### config.mk
export PLATFORM = sky130hd
export DESIGN_NAME = spr_page3_regs
export DESIGN_NICKNAME = d
export VERILOG_FILES = /design/src/rtl/spr_pkg.sv /design/src/rtl/spr_preamble.sv /design/src/rtl/spr_page3_regs.sv
export SDC_FILE = /design/constraint.sdc
export NUM_CORES = 1
export LEC_CHECK = 0
export ABC_AREA = 1
export BUFFER_PORTS_ARGS = -buffer_cell sky130_fd_sc_hd__buf_4
export CORE_ASPECT_RATIO = 0.7
export CORE_MARGIN = 3
export CORE_UTILIZATION = 47
export DETAILED_ROUTE_END_ITERATION = 8
export PLACE_DENSITY = 0.89
export SYNTH_ARGS = -nofsm -noshare
export SYNTH_HDL_FRONTEND = slang
export SYNTH_SLANG_ARGS = --single-unit
### constraint.sdc
create_clock -name clk -period 1.7 [get_ports clk]
set_input_delay 0.255 -clock clk [delete_from_list [all_inputs] [get_ports clk]]
set_output_delay 0.255 -clock clk [all_outputs]
set_load 0.005 [all_outputs]
### src/rtl/spr_pkg.sv
package spr_pkg;

  // register indices; byte address on the bus is four times the index
  localparam logic [4:0] IDX_MAC_CTRL = 5'h10;
  localparam logic [4:0] IDX_MAC_STAT = 5'h11;
  localparam logic [4:0] IDX_MAC_ADV = 5'h12;
  localparam logic [4:0] IDX_MAC_LP = 5'h13;
  localparam logic [4:0] IDX_MAC_SER = 5'h14;
  localparam logic [4:0] IDX_TX_GOOD = 5'h15;
  localparam logic [4:0] IDX_TX_CRC = 5'h16;
  localparam logic [4:0] IDX_MEDIA_CTRL = 5'h17;
  localparam logic [4:0] IDX_MEDIA_ADV = 5'h19;
  localparam logic [4:0] IDX_EXT_FIRST = 5'h10;
  localparam logic [4:0] IDX_PAGE = 5'h1f;

  // page select values
  localparam logic [15:0] PAGE_EXT3 = 16'h0003;
  localparam logic [15:0] PAGE_MAIN = 16'h0000;

  // reset values and writable masks
  localparam logic [15:0] MAC_CTRL_RST = 16'h0100;
  localparam logic [15:0] MAC_CTRL_WMASK = 16'hfff8;
  localparam logic [15:0] MEDIA_CTRL_RST = 16'h0000;
  localparam logic [15:0] MEDIA_CTRL_WMASK = 16'h2800;
  localparam logic [15:0] ADV_RST = 16'h0000;
  localparam logic [15:0] LP_RST = 16'h0000;

  // mac pcs control field positions
  localparam int MC_IF_DIS = 15;
  localparam int MC_IF_RESTART = 14;
  localparam int MC_PD = 13;
  localparam int MC_ANEG_RESTART = 12;
  localparam int MC_FORCE_ADV = 11;
  localparam int MC_PRE_LSB = 8;
  localparam int MC_ANEG_EN = 7;
  localparam int MC_RX_INV = 6;
  localparam int MC_TX_INV = 5;
  localparam int MC_FAST_LINK = 4;
  localparam int MC_UNIDIR = 3;

  // media pcs control field positions
  localparam int MD_PD = 13;
  localparam int MD_FORCE_ADV = 11;

  // counters
  localparam logic [13:0] GOOD_LAST = 14'h270f;
  localparam logic [13:0] GOOD_RST = 14'h0000;
  localparam logic [7:0] CRC_SAT = 8'hff;
  localparam logic [7:0] CRC_RST = 8'h00;

  // preamble handling
  localparam logic [3:0] NIB_PRE = 4'h5;
  typedef enum logic [2:0] {
    SPR_PRE_NONE = 3'b000,
    SPR_PRE_ONE = 3'b001,
    SPR_PRE_TWO = 3'b010
  } spr_pre_t;

endpackage

### src/rtl/spr_preamble.sv
`timescale 1ns/1ps
module spr_preamble
  import spr_pkg::*;
(
  // clock and reset
  input wire logic clk,
  input wire logic sys_rst,
  // packet start
  input wire logic [2:0] mode,
  input wire logic pktSop,
  input wire logic [15:0] pktNibbles,
  // decision
  output logic [1:0] prefixCount,
  output logic prefixValid
);

  typedef struct packed {
    logic [1:0] cnt;
    logic vld;
  } spr_pre_state_t;

  spr_pre_state_t s_q, s_d;
  logic firstBad;
  logic nextBad;

  // nibble 0 is the first on the wire and sits in the low bits
  always_comb begin
    s_d = s_q;
    firstBad = !(pktNibbles[3:0] == NIB_PRE && pktNibbles[7:4] == NIB_PRE);
    nextBad = !(pktNibbles[11:8] == NIB_PRE && pktNibbles[15:12] == NIB_PRE);
    s_d.vld = pktSop;
    if (pktSop) begin
      case (spr_pre_t'(mode))
        SPR_PRE_NONE: s_d.cnt = 2'h0;
        SPR_PRE_ONE: s_d.cnt = {1'b0, firstBad};
        // second byte only follows a first one
        SPR_PRE_TWO: s_d.cnt = firstBad ? (nextBad ? 2'h2 : 2'h1) : 2'h0;
        default: s_d.cnt = 2'h0; // reserved codes act as no change
      endcase
    end
  end

  always_ff @(posedge clk) begin
    if (sys_rst) begin
      s_q <= '0;
    end else begin
      s_q <= s_d;
    end
  end

  assign prefixCount = s_q.cnt;
  assign prefixValid = s_q.vld;

endmodule

### src/rtl/spr_page3_regs.sv
// Our own choice: the Wishbone slave port.
`timescale 1ns/1ps
// How it works
// - page value three maps indices 16-30 here
// - indices 0-15 always go to standard space
// - page value zero returns 16-30 to standard
// - bit15 disables mac side while media down
// - bit14 restarts mac side on link change
// - bit13 enables mac parallel detect
// - bit7 enables aneg; bit12 restarts, self-clears
// - bit11 advertises word; word writable then
// - preamble field defaults 001; 000 no change
// - mode 010 may prefix two bytes
// - bits 6 and 5 invert serial polarity
// - bit4 selects fast link-fail as status
// - bit3 allows transmit without valid link
// - status 9:8 shows mac remote fault
// - status 7:4 show partner advertised abilities
// - status 12,11,3:0 show pcs state flags
// - partner word holds last received code
// - comma realignment flag latches until read
// - signal detect latches until read
// - good packet count modulo 10000, active
// - crc error count saturates at 255
// - media bits 13 and 11 control aneg
// - media advertised word writable when forced
module spr_page3_regs
  import spr_pkg::*;
(
  // clock and reset
  input wire logic clk,
  input wire logic sys_rst,
  // wishbone slave
  input wire logic wb_cyc_i,
  input wire logic wb_stb_i,
  input wire logic wb_we_i,
  input wire logic [7:0] wb_adr_i,
  input wire logic [3:0] wb_sel_i,
  input wire logic [31:0] wb_dat_i,
  output logic [31:0] wb_dat_o,
  output logic wb_ack_o,
  // forward port to the standard register space
  output logic stdCyc,
  output logic stdWe,
  output logic [4:0] stdIdx,
  output logic [1:0] stdSel,
  output logic [15:0] stdDatW,
  input wire logic [15:0] stdDatR,
  input wire logic stdAck,
  output logic pageExt3,
  // media side events
  input wire logic mediaLinkUp,
  input wire logic fastLinkUp,
  input wire logic mediaTxGood,
  input wire logic mediaTxCrcErr,
  // mac side pcs state
  input wire logic pcsAlignErr,
  input wire logic pcsLpRestart,
  input wire logic [1:0] pcsRemoteFault,
  input wire logic [3:0] pcsLpAbility,
  input wire logic pcsLpAnegCap,
  input wire logic pcsLinkUp,
  input wire logic pcsAnegDone,
  input wire logic pcsSigDet,
  input wire logic [15:0] pcsLpWord,
  input wire logic pcsLpWordValid,
  input wire logic pcsCommaRealign,
  input wire logic pcsSigDetEvent,
  // sgmii packet start
  input wire logic pktSop,
  input wire logic [15:0] pktNibbles,
  output logic [1:0] prefixCount,
  output logic prefixValid,
  // mac side controls
  output logic macIfDisable,
  output logic macIfRestart,
  output logic macParallelDetectEn,
  output logic macAnegEn,
  output logic macAnegRestart,
  output logic macForceAdv,
  output logic [15:0] macAdvWord,
  output logic macRxInvert,
  output logic macTxInvert,
  output logic macLinkStatus,
  output logic macTxEnable,
  // media side controls
  output logic mediaParallelDetectEn,
  output logic mediaForceAdv,
  output logic [15:0] mediaAdvWord
);

  typedef struct packed {
    logic [15:0] page;
    logic [15:0] macCtrl;
    logic [15:0] macAdv;
    logic [15:0] lpWord;
    logic comma;
    logic sigDet;
    logic [13:0] goodCnt;
    logic goodActive;
    logic [7:0] crcCnt;
    logic [15:0] mediaCtrl;
    logic [15:0] mediaAdv;
    logic ack;
    logic fwdDone;
    logic [15:0] rdat;
    logic linkPrev;
    logic ifRestart;
    logic anegRestart;
    logic ifDis;
    logic linkStat;
    logic txEn;
  } spr_state_t;

  localparam spr_state_t ST_RST = '{
    page: PAGE_MAIN,
    macCtrl: MAC_CTRL_RST,
    macAdv: ADV_RST,
    lpWord: LP_RST,
    comma: 1'b0,
    sigDet: 1'b0,
    goodCnt: GOOD_RST,
    goodActive: 1'b0,
    crcCnt: CRC_RST,
    mediaCtrl: MEDIA_CTRL_RST,
    mediaAdv: ADV_RST,
    ack: 1'b0,
    fwdDone: 1'b0,
    rdat: 16'h0000,
    linkPrev: 1'b0,
    ifRestart: 1'b0,
    anegRestart: 1'b0,
    ifDis: 1'b0,
    linkStat: 1'b0,
    txEn: 1'b0
  };

  spr_state_t s_q, s_d;

  logic req;
  logic [4:0] idx;
  logic isPage;
  logic isExt;
  logic isStd;
  logic localHit;
  logic wr;
  logic rd;
  logic [15:0] wmask;
  logic [15:0] wdat;
  logic [15:0] rdMux;
  logic [15:0] macStat;

  // keep old bits where the byte lane is not enabled
  function automatic logic [15:0] merge(input logic [15:0] old, input logic [15:0] nw,
                                        input logic [15:0] m);
    merge = (old & ~m) | (nw & m);
  endfunction

  // address decode; bit 7 of the address is outside the map
  always_comb begin
    req = wb_cyc_i & wb_stb_i;
    idx = wb_adr_i[6:2];
    isPage = !wb_adr_i[7] && idx == IDX_PAGE;
    isExt = !wb_adr_i[7] && s_q.page == PAGE_EXT3 && idx >= IDX_EXT_FIRST && !isPage;
    isStd = !wb_adr_i[7] && !isPage && !isExt;
    localHit = req & !isStd & !s_q.ack;
    wr = localHit & wb_we_i;
    rd = localHit & !wb_we_i;
    wmask = {{8{wb_sel_i[1]}}, {8{wb_sel_i[0]}}};
    wdat = wb_dat_i[15:0];
  end

  // live pcs status word, reserved bits tied low
  assign macStat = {3'h0, pcsAlignErr, pcsLpRestart, 1'b0, pcsRemoteFault,
                    pcsLpAbility, pcsLpAnegCap, pcsLinkUp, pcsAnegDone, pcsSigDet};

  // read data mux; anything unmapped reads as zero
  always_comb begin
    rdMux = 16'h0000;
    if (isPage) begin
      rdMux = s_q.page;
    end else if (isExt) begin
      case (idx)
        IDX_MAC_CTRL: rdMux = s_q.macCtrl & MAC_CTRL_WMASK;
        IDX_MAC_STAT: rdMux = macStat;
        IDX_MAC_ADV: rdMux = s_q.macAdv;
        IDX_MAC_LP: rdMux = s_q.lpWord;
        IDX_MAC_SER: rdMux = {s_q.comma, s_q.sigDet, 14'h0000};
        IDX_TX_GOOD: rdMux = {s_q.goodActive, 1'b0, s_q.goodCnt};
        IDX_TX_CRC: rdMux = {8'h00, s_q.crcCnt};
        IDX_MEDIA_CTRL: rdMux = s_q.mediaCtrl & MEDIA_CTRL_WMASK;
        IDX_MEDIA_ADV: rdMux = s_q.mediaAdv;
        default: rdMux = 16'h0000;
      endcase
    end
  end

  // next state
  always_comb begin
    s_d = s_q;

    // bus handshake: ack lasts one cycle, then falls
    if (s_q.ack) begin
      s_d.ack = 1'b0;
      s_d.fwdDone = 1'b0;
    end else if (localHit) begin
      s_d.ack = 1'b1;
      s_d.rdat = rdMux;
    end else if (stdCyc && stdAck) begin
      // forwarded access: latch data so the output comes from a flop
      s_d.ack = 1'b1;
      s_d.fwdDone = 1'b1;
      s_d.rdat = stdDatR;
    end

    // restart bit pulses once and then clears itself
    s_d.anegRestart = s_q.macCtrl[MC_ANEG_RESTART];
    s_d.macCtrl[MC_ANEG_RESTART] = 1'b0;

    // clear on read first, so that a new event below wins
    if (rd && isExt && idx == IDX_MAC_SER) begin
      s_d.comma = 1'b0;
      s_d.sigDet = 1'b0;
    end
    if (pcsCommaRealign) begin
      s_d.comma = 1'b1;
    end
    if (pcsSigDetEvent) begin
      s_d.sigDet = 1'b1;
    end

    // register writes
    if (wr && isPage) begin
      s_d.page = merge(s_q.page, wdat, wmask);
    end
    if (wr && isExt) begin
      case (idx)
        IDX_MAC_CTRL: s_d.macCtrl = merge(s_q.macCtrl, wdat, wmask & MAC_CTRL_WMASK);
        IDX_MAC_ADV: begin
          if (s_q.macCtrl[MC_FORCE_ADV]) begin
            s_d.macAdv = merge(s_q.macAdv, wdat, wmask);
          end
        end
        IDX_MEDIA_CTRL: s_d.mediaCtrl = merge(s_q.mediaCtrl, wdat, wmask & MEDIA_CTRL_WMASK);
        IDX_MEDIA_ADV: begin
          if (s_q.mediaCtrl[MD_FORCE_ADV]) begin
            s_d.mediaAdv = merge(s_q.mediaAdv, wdat, wmask);
          end
        end
        default: s_d.page = s_q.page; // read-only or unmapped, writes dropped
      endcase
    end

    // partner code word capture
    if (pcsLpWordValid) begin
      s_d.lpWord = pcsLpWord;
    end

    // good packet counter wraps at the modulus
    if (mediaTxGood) begin
      s_d.goodActive = 1'b1;
      s_d.goodCnt = (s_q.goodCnt == GOOD_LAST) ? GOOD_RST : s_q.goodCnt + 14'h0001;
    end

    // crc error counter sticks at full scale
    if (mediaTxCrcErr && s_q.crcCnt != CRC_SAT) begin
      s_d.crcCnt = s_q.crcCnt + 8'h01;
    end

    // media link policies, registered so outputs come from flops
    s_d.linkPrev = mediaLinkUp;
    s_d.ifRestart = s_q.macCtrl[MC_IF_RESTART] & (mediaLinkUp ^ s_q.linkPrev);
    s_d.ifDis = s_q.macCtrl[MC_IF_DIS] & !mediaLinkUp;
    s_d.linkStat = s_q.macCtrl[MC_FAST_LINK] ? fastLinkUp : mediaLinkUp;
    s_d.txEn = s_q.macCtrl[MC_UNIDIR] | mediaLinkUp;
  end

  always_ff @(posedge clk) begin
    if (sys_rst) begin
      s_q <= ST_RST;
    end else begin
      s_q <= s_d;
    end
  end

  // forward port; held until the standard space answers
  assign stdCyc = req & isStd & !s_q.ack & !s_q.fwdDone;
  assign stdWe = wb_we_i;
  assign stdIdx = idx;
  assign stdSel = wb_sel_i[1:0];
  assign stdDatW = wdat;

  // bus answer; upper half of the word is always zero
  assign wb_ack_o = s_q.ack;
  assign wb_dat_o = {16'h0000, s_q.rdat};
  assign pageExt3 = s_q.page == PAGE_EXT3;

  // preamble decision lives in its own small block
  spr_preamble u_pre (
    .clk(clk),
    .sys_rst(sys_rst),
    .mode(s_q.macCtrl[MC_PRE_LSB +: 3]),
    .pktSop(pktSop),
    .pktNibbles(pktNibbles),
    .prefixCount(prefixCount),
    .prefixValid(prefixValid)
  );

  // mac side control outputs
  assign macIfDisable = s_q.ifDis;
  assign macIfRestart = s_q.ifRestart;
  assign macParallelDetectEn = s_q.macCtrl[MC_PD];
  assign macAnegEn = s_q.macCtrl[MC_ANEG_EN];
  assign macAnegRestart = s_q.anegRestart;
  assign macForceAdv = s_q.macCtrl[MC_FORCE_ADV];
  assign macAdvWord = s_q.macAdv;
  assign macRxInvert = s_q.macCtrl[MC_RX_INV];
  assign macTxInvert = s_q.macCtrl[MC_TX_INV];
  assign macLinkStatus = s_q.linkStat;
  assign macTxEnable = s_q.txEn;

  // media side control outputs
  assign mediaParallelDetectEn = s_q.mediaCtrl[MD_PD];
  assign mediaForceAdv = s_q.mediaCtrl[MD_FORCE_ADV];
  assign mediaAdvWord = s_q.mediaAdv;

endmodule

==> results.ini <==
[status]
status = finished with violations
violations = setup timing

[cts]
cts_tree = done
htree_levels = 4
cts_buffer_depth = 2
clk_latency_ns = 0.43
cts_root_buf = clkbuf_16
clock_sinks = 131
numCtsBuffers = 17
clk_pin_slew_worst_paths_ns = 0.06
postCtsHoldBufs = 0

[final_layout]
seqCellArea_sq_mm = 0.00263
multi_input_area_sq_mm = 0.00388
syn_to_final_growth_pct = 42.6
fill_cells = 1021
drive_gt1_frac = 0.339
final_cell_area_sq_mm = 0.0102
num_antenna_cells = 0
finalNetCount = 1442
layout_commonest_cell = nand2_1
final_cell_mix = 284 x nand2_1, 261 x buf_4, 199 x nor2_1

[timing]
rsz0062_at_grt = yes
skew_ns = 0.00946
fin_crit_ns = 2.15
tightest_slew_ns = 0.658
min_period_over_period = 1.26
relSlewSlack = 0.561
slew_viol_final = 0
finalSetupTns_ns = -30.76
finalHoldViolations = 0
finalSetupViolCount = 88
fin_ws_ns = -0.447
max_clock_freq_mhz = 466

[synthesis]
ys_seq_elements = 131
synth.avg_cell_area_sq_um = 6.40
yosysWarnings = 0
async_flop_share = 0
synth_edf_count = 0
ys_seq_area_frac = 0.368
syn-cell-area_sq_mm = 0.00712
yosys.cell_types.count = 34
netlist_instances = 1113
synth_flop_cell = dfxtp_1

[grt]
grt_pass1_vias = 7708
grt_max_degree = 55
gr-total-overflow = 0
grt_first_pass_wirelength_microns = 40400
antenna_found_initial = 0
grt_usage = 0.309

[run]
drv_cap = 0

[placed_design]
placement.cell_area_sq_mm = 0.00856
hpwl_microns = 17200
numPortBuffers = 187
routabilityCongestion = 0.943

[pwr]
leakage_nw = 5.00
vdd_drop_max_mv = 0.880
p_per_area_mw_per_mm2 = 792

[worst_setup_path]
start_kind = register
cpPeakStageDelay_ns = 0.33
crit_arrival_ns = 2.46
path_buf_inv = 2
critPathCaptureType = register
critPathTopFamily = simple AND/OR/NAND/NOR gates
rrSetupSlack_ns = -0.45
path_max_fanout = 8
critical_path_required_ns = 2.01
critPathKind = reg2reg
slowest_stage = dfxtp_2
worstPathCellList = nor2_2, nand2_1, nor2_2, nand2_2, o21bai_4, nand3_4, nor2_8, buf_12, buf_12, nand3_4, nor2_1, nor2_1

[floorplanning]
pin_count = 224
coreArea_sq_mm = 0.0144
die_h_microns = 109
start_util = 0.496
num_rows = 36
die-area_sq_mm = 0.0167
die_w_microns = 153

[drt]
ant_nets = 0
post-route-drc-count = 0
first_pass_iters = 8
wl_microns = 30000
wl_per_cell_microns = 19.7
via_count = 8710
avgViaCountPerCell = 5.72
drt_iter0_markers = 1287

[min_path]
worstHoldPathType = in2reg
min-delay-start = mediaLinkUp

## power breakdown
group	internal [mW]	leakage [nW]	switching, mW
Clock	2.64	0.308	1.43
Sequential	3.13	1.07	0.0425
Combinational	0.349	3.63	0.453
## worst paths after layout
check                           cells past startpoint      endpoint
worst max-delay path                               12      register
worst min-delay path                                2  macIfDisable
worst max register to register                     12      register
worst min register to register                      1  macIfRestart
## through the flow
step | utilization | std cells | total power [mW] | setup slack (ns) | hold WS [ns]
floorplan | - | 1128 | 3.55 | 0.0268 | 0.334
global placement | 0.596 | 1461 | 3.88 | -0.229 | 0.411
detailed placement | 0.596 | 1461 | 3.90 | -0.315 | 0.433
CTS | 0.674 | 1514 | 7.91 | -0.228 | 0.0191
global route | 0.707 | 1524 | 8.22 | -0.490 | 0.0114
finish | 0.707 | 1524 | 8.05 | -0.447 | 0.0228
## area by class of cell
class	instances	area share
repair buffers	283	0.225
well taps	190	0.0234
clock buffers	23	0.0490
clock inverters	8	0.0145
flip-flops and latches	131	0.259
multi-input cells	775	0.382
repair inverters	1	0.00111
inverters	113	0.0465
## layer usage
| metal | wire length, microns | track usage | share of wire |
|---|---|---|---|
| met1 | 10200 | 0.389 | 0.34 |
| met2 | 13100 | 0.488 | 0.44 |
| met3 | 4340 | 0.0881 | 0.14 |
| met4 | 2350 | 0.158 | 0.079 |
| met5 | 0 | 0 | 0 |
## cell families after synthesis
group | count (synthesis) | synth area share
compound gates | 114 | 0.0838
buf+inv | 230 | 0.176
xor+xnor | 2 | 0.00246
simple gates | 633 | 0.366
other cells | 1 | 0.000527
fa+ha+maj | 2 | 0.00351
flops | 131 | 0.368
## synthesized netlist by cell type (6+ instances only)
master / n / area, sq um
clkbuf_1: 11 / 41.3
dfxtp_1: 131 / 2620
buf_4: 89 / 668
a21oi_1: 29 / 145
o21ai_0: 79 / 395
nor2_1: 233 / 875
nand3_1: 38 / 190
inv_1: 108 / 405
nor3_1: 26 / 130
buf_6: 6 / 67.6
buf_2: 8 / 40.0
nand2_1: 310 / 1160
## worst reg2reg max path: cells and delay by family (launching register included)
family	cells	cell delay (ns)
and+or+nand+nor	9	1.20
DFF	1	0.33
AOI/OAI and AO/OA	1	0.26
buffers and inverters	2	0.25
## timing repair
action,4_1_cts,5_1_grt
setup buffers,13,10
gates cloned,9,0
gates resized for setup,94,110
endpoints found under the setup margin,86,92
pin swaps,33,32
Note: power is estimated with default switching activity, not from simulation.
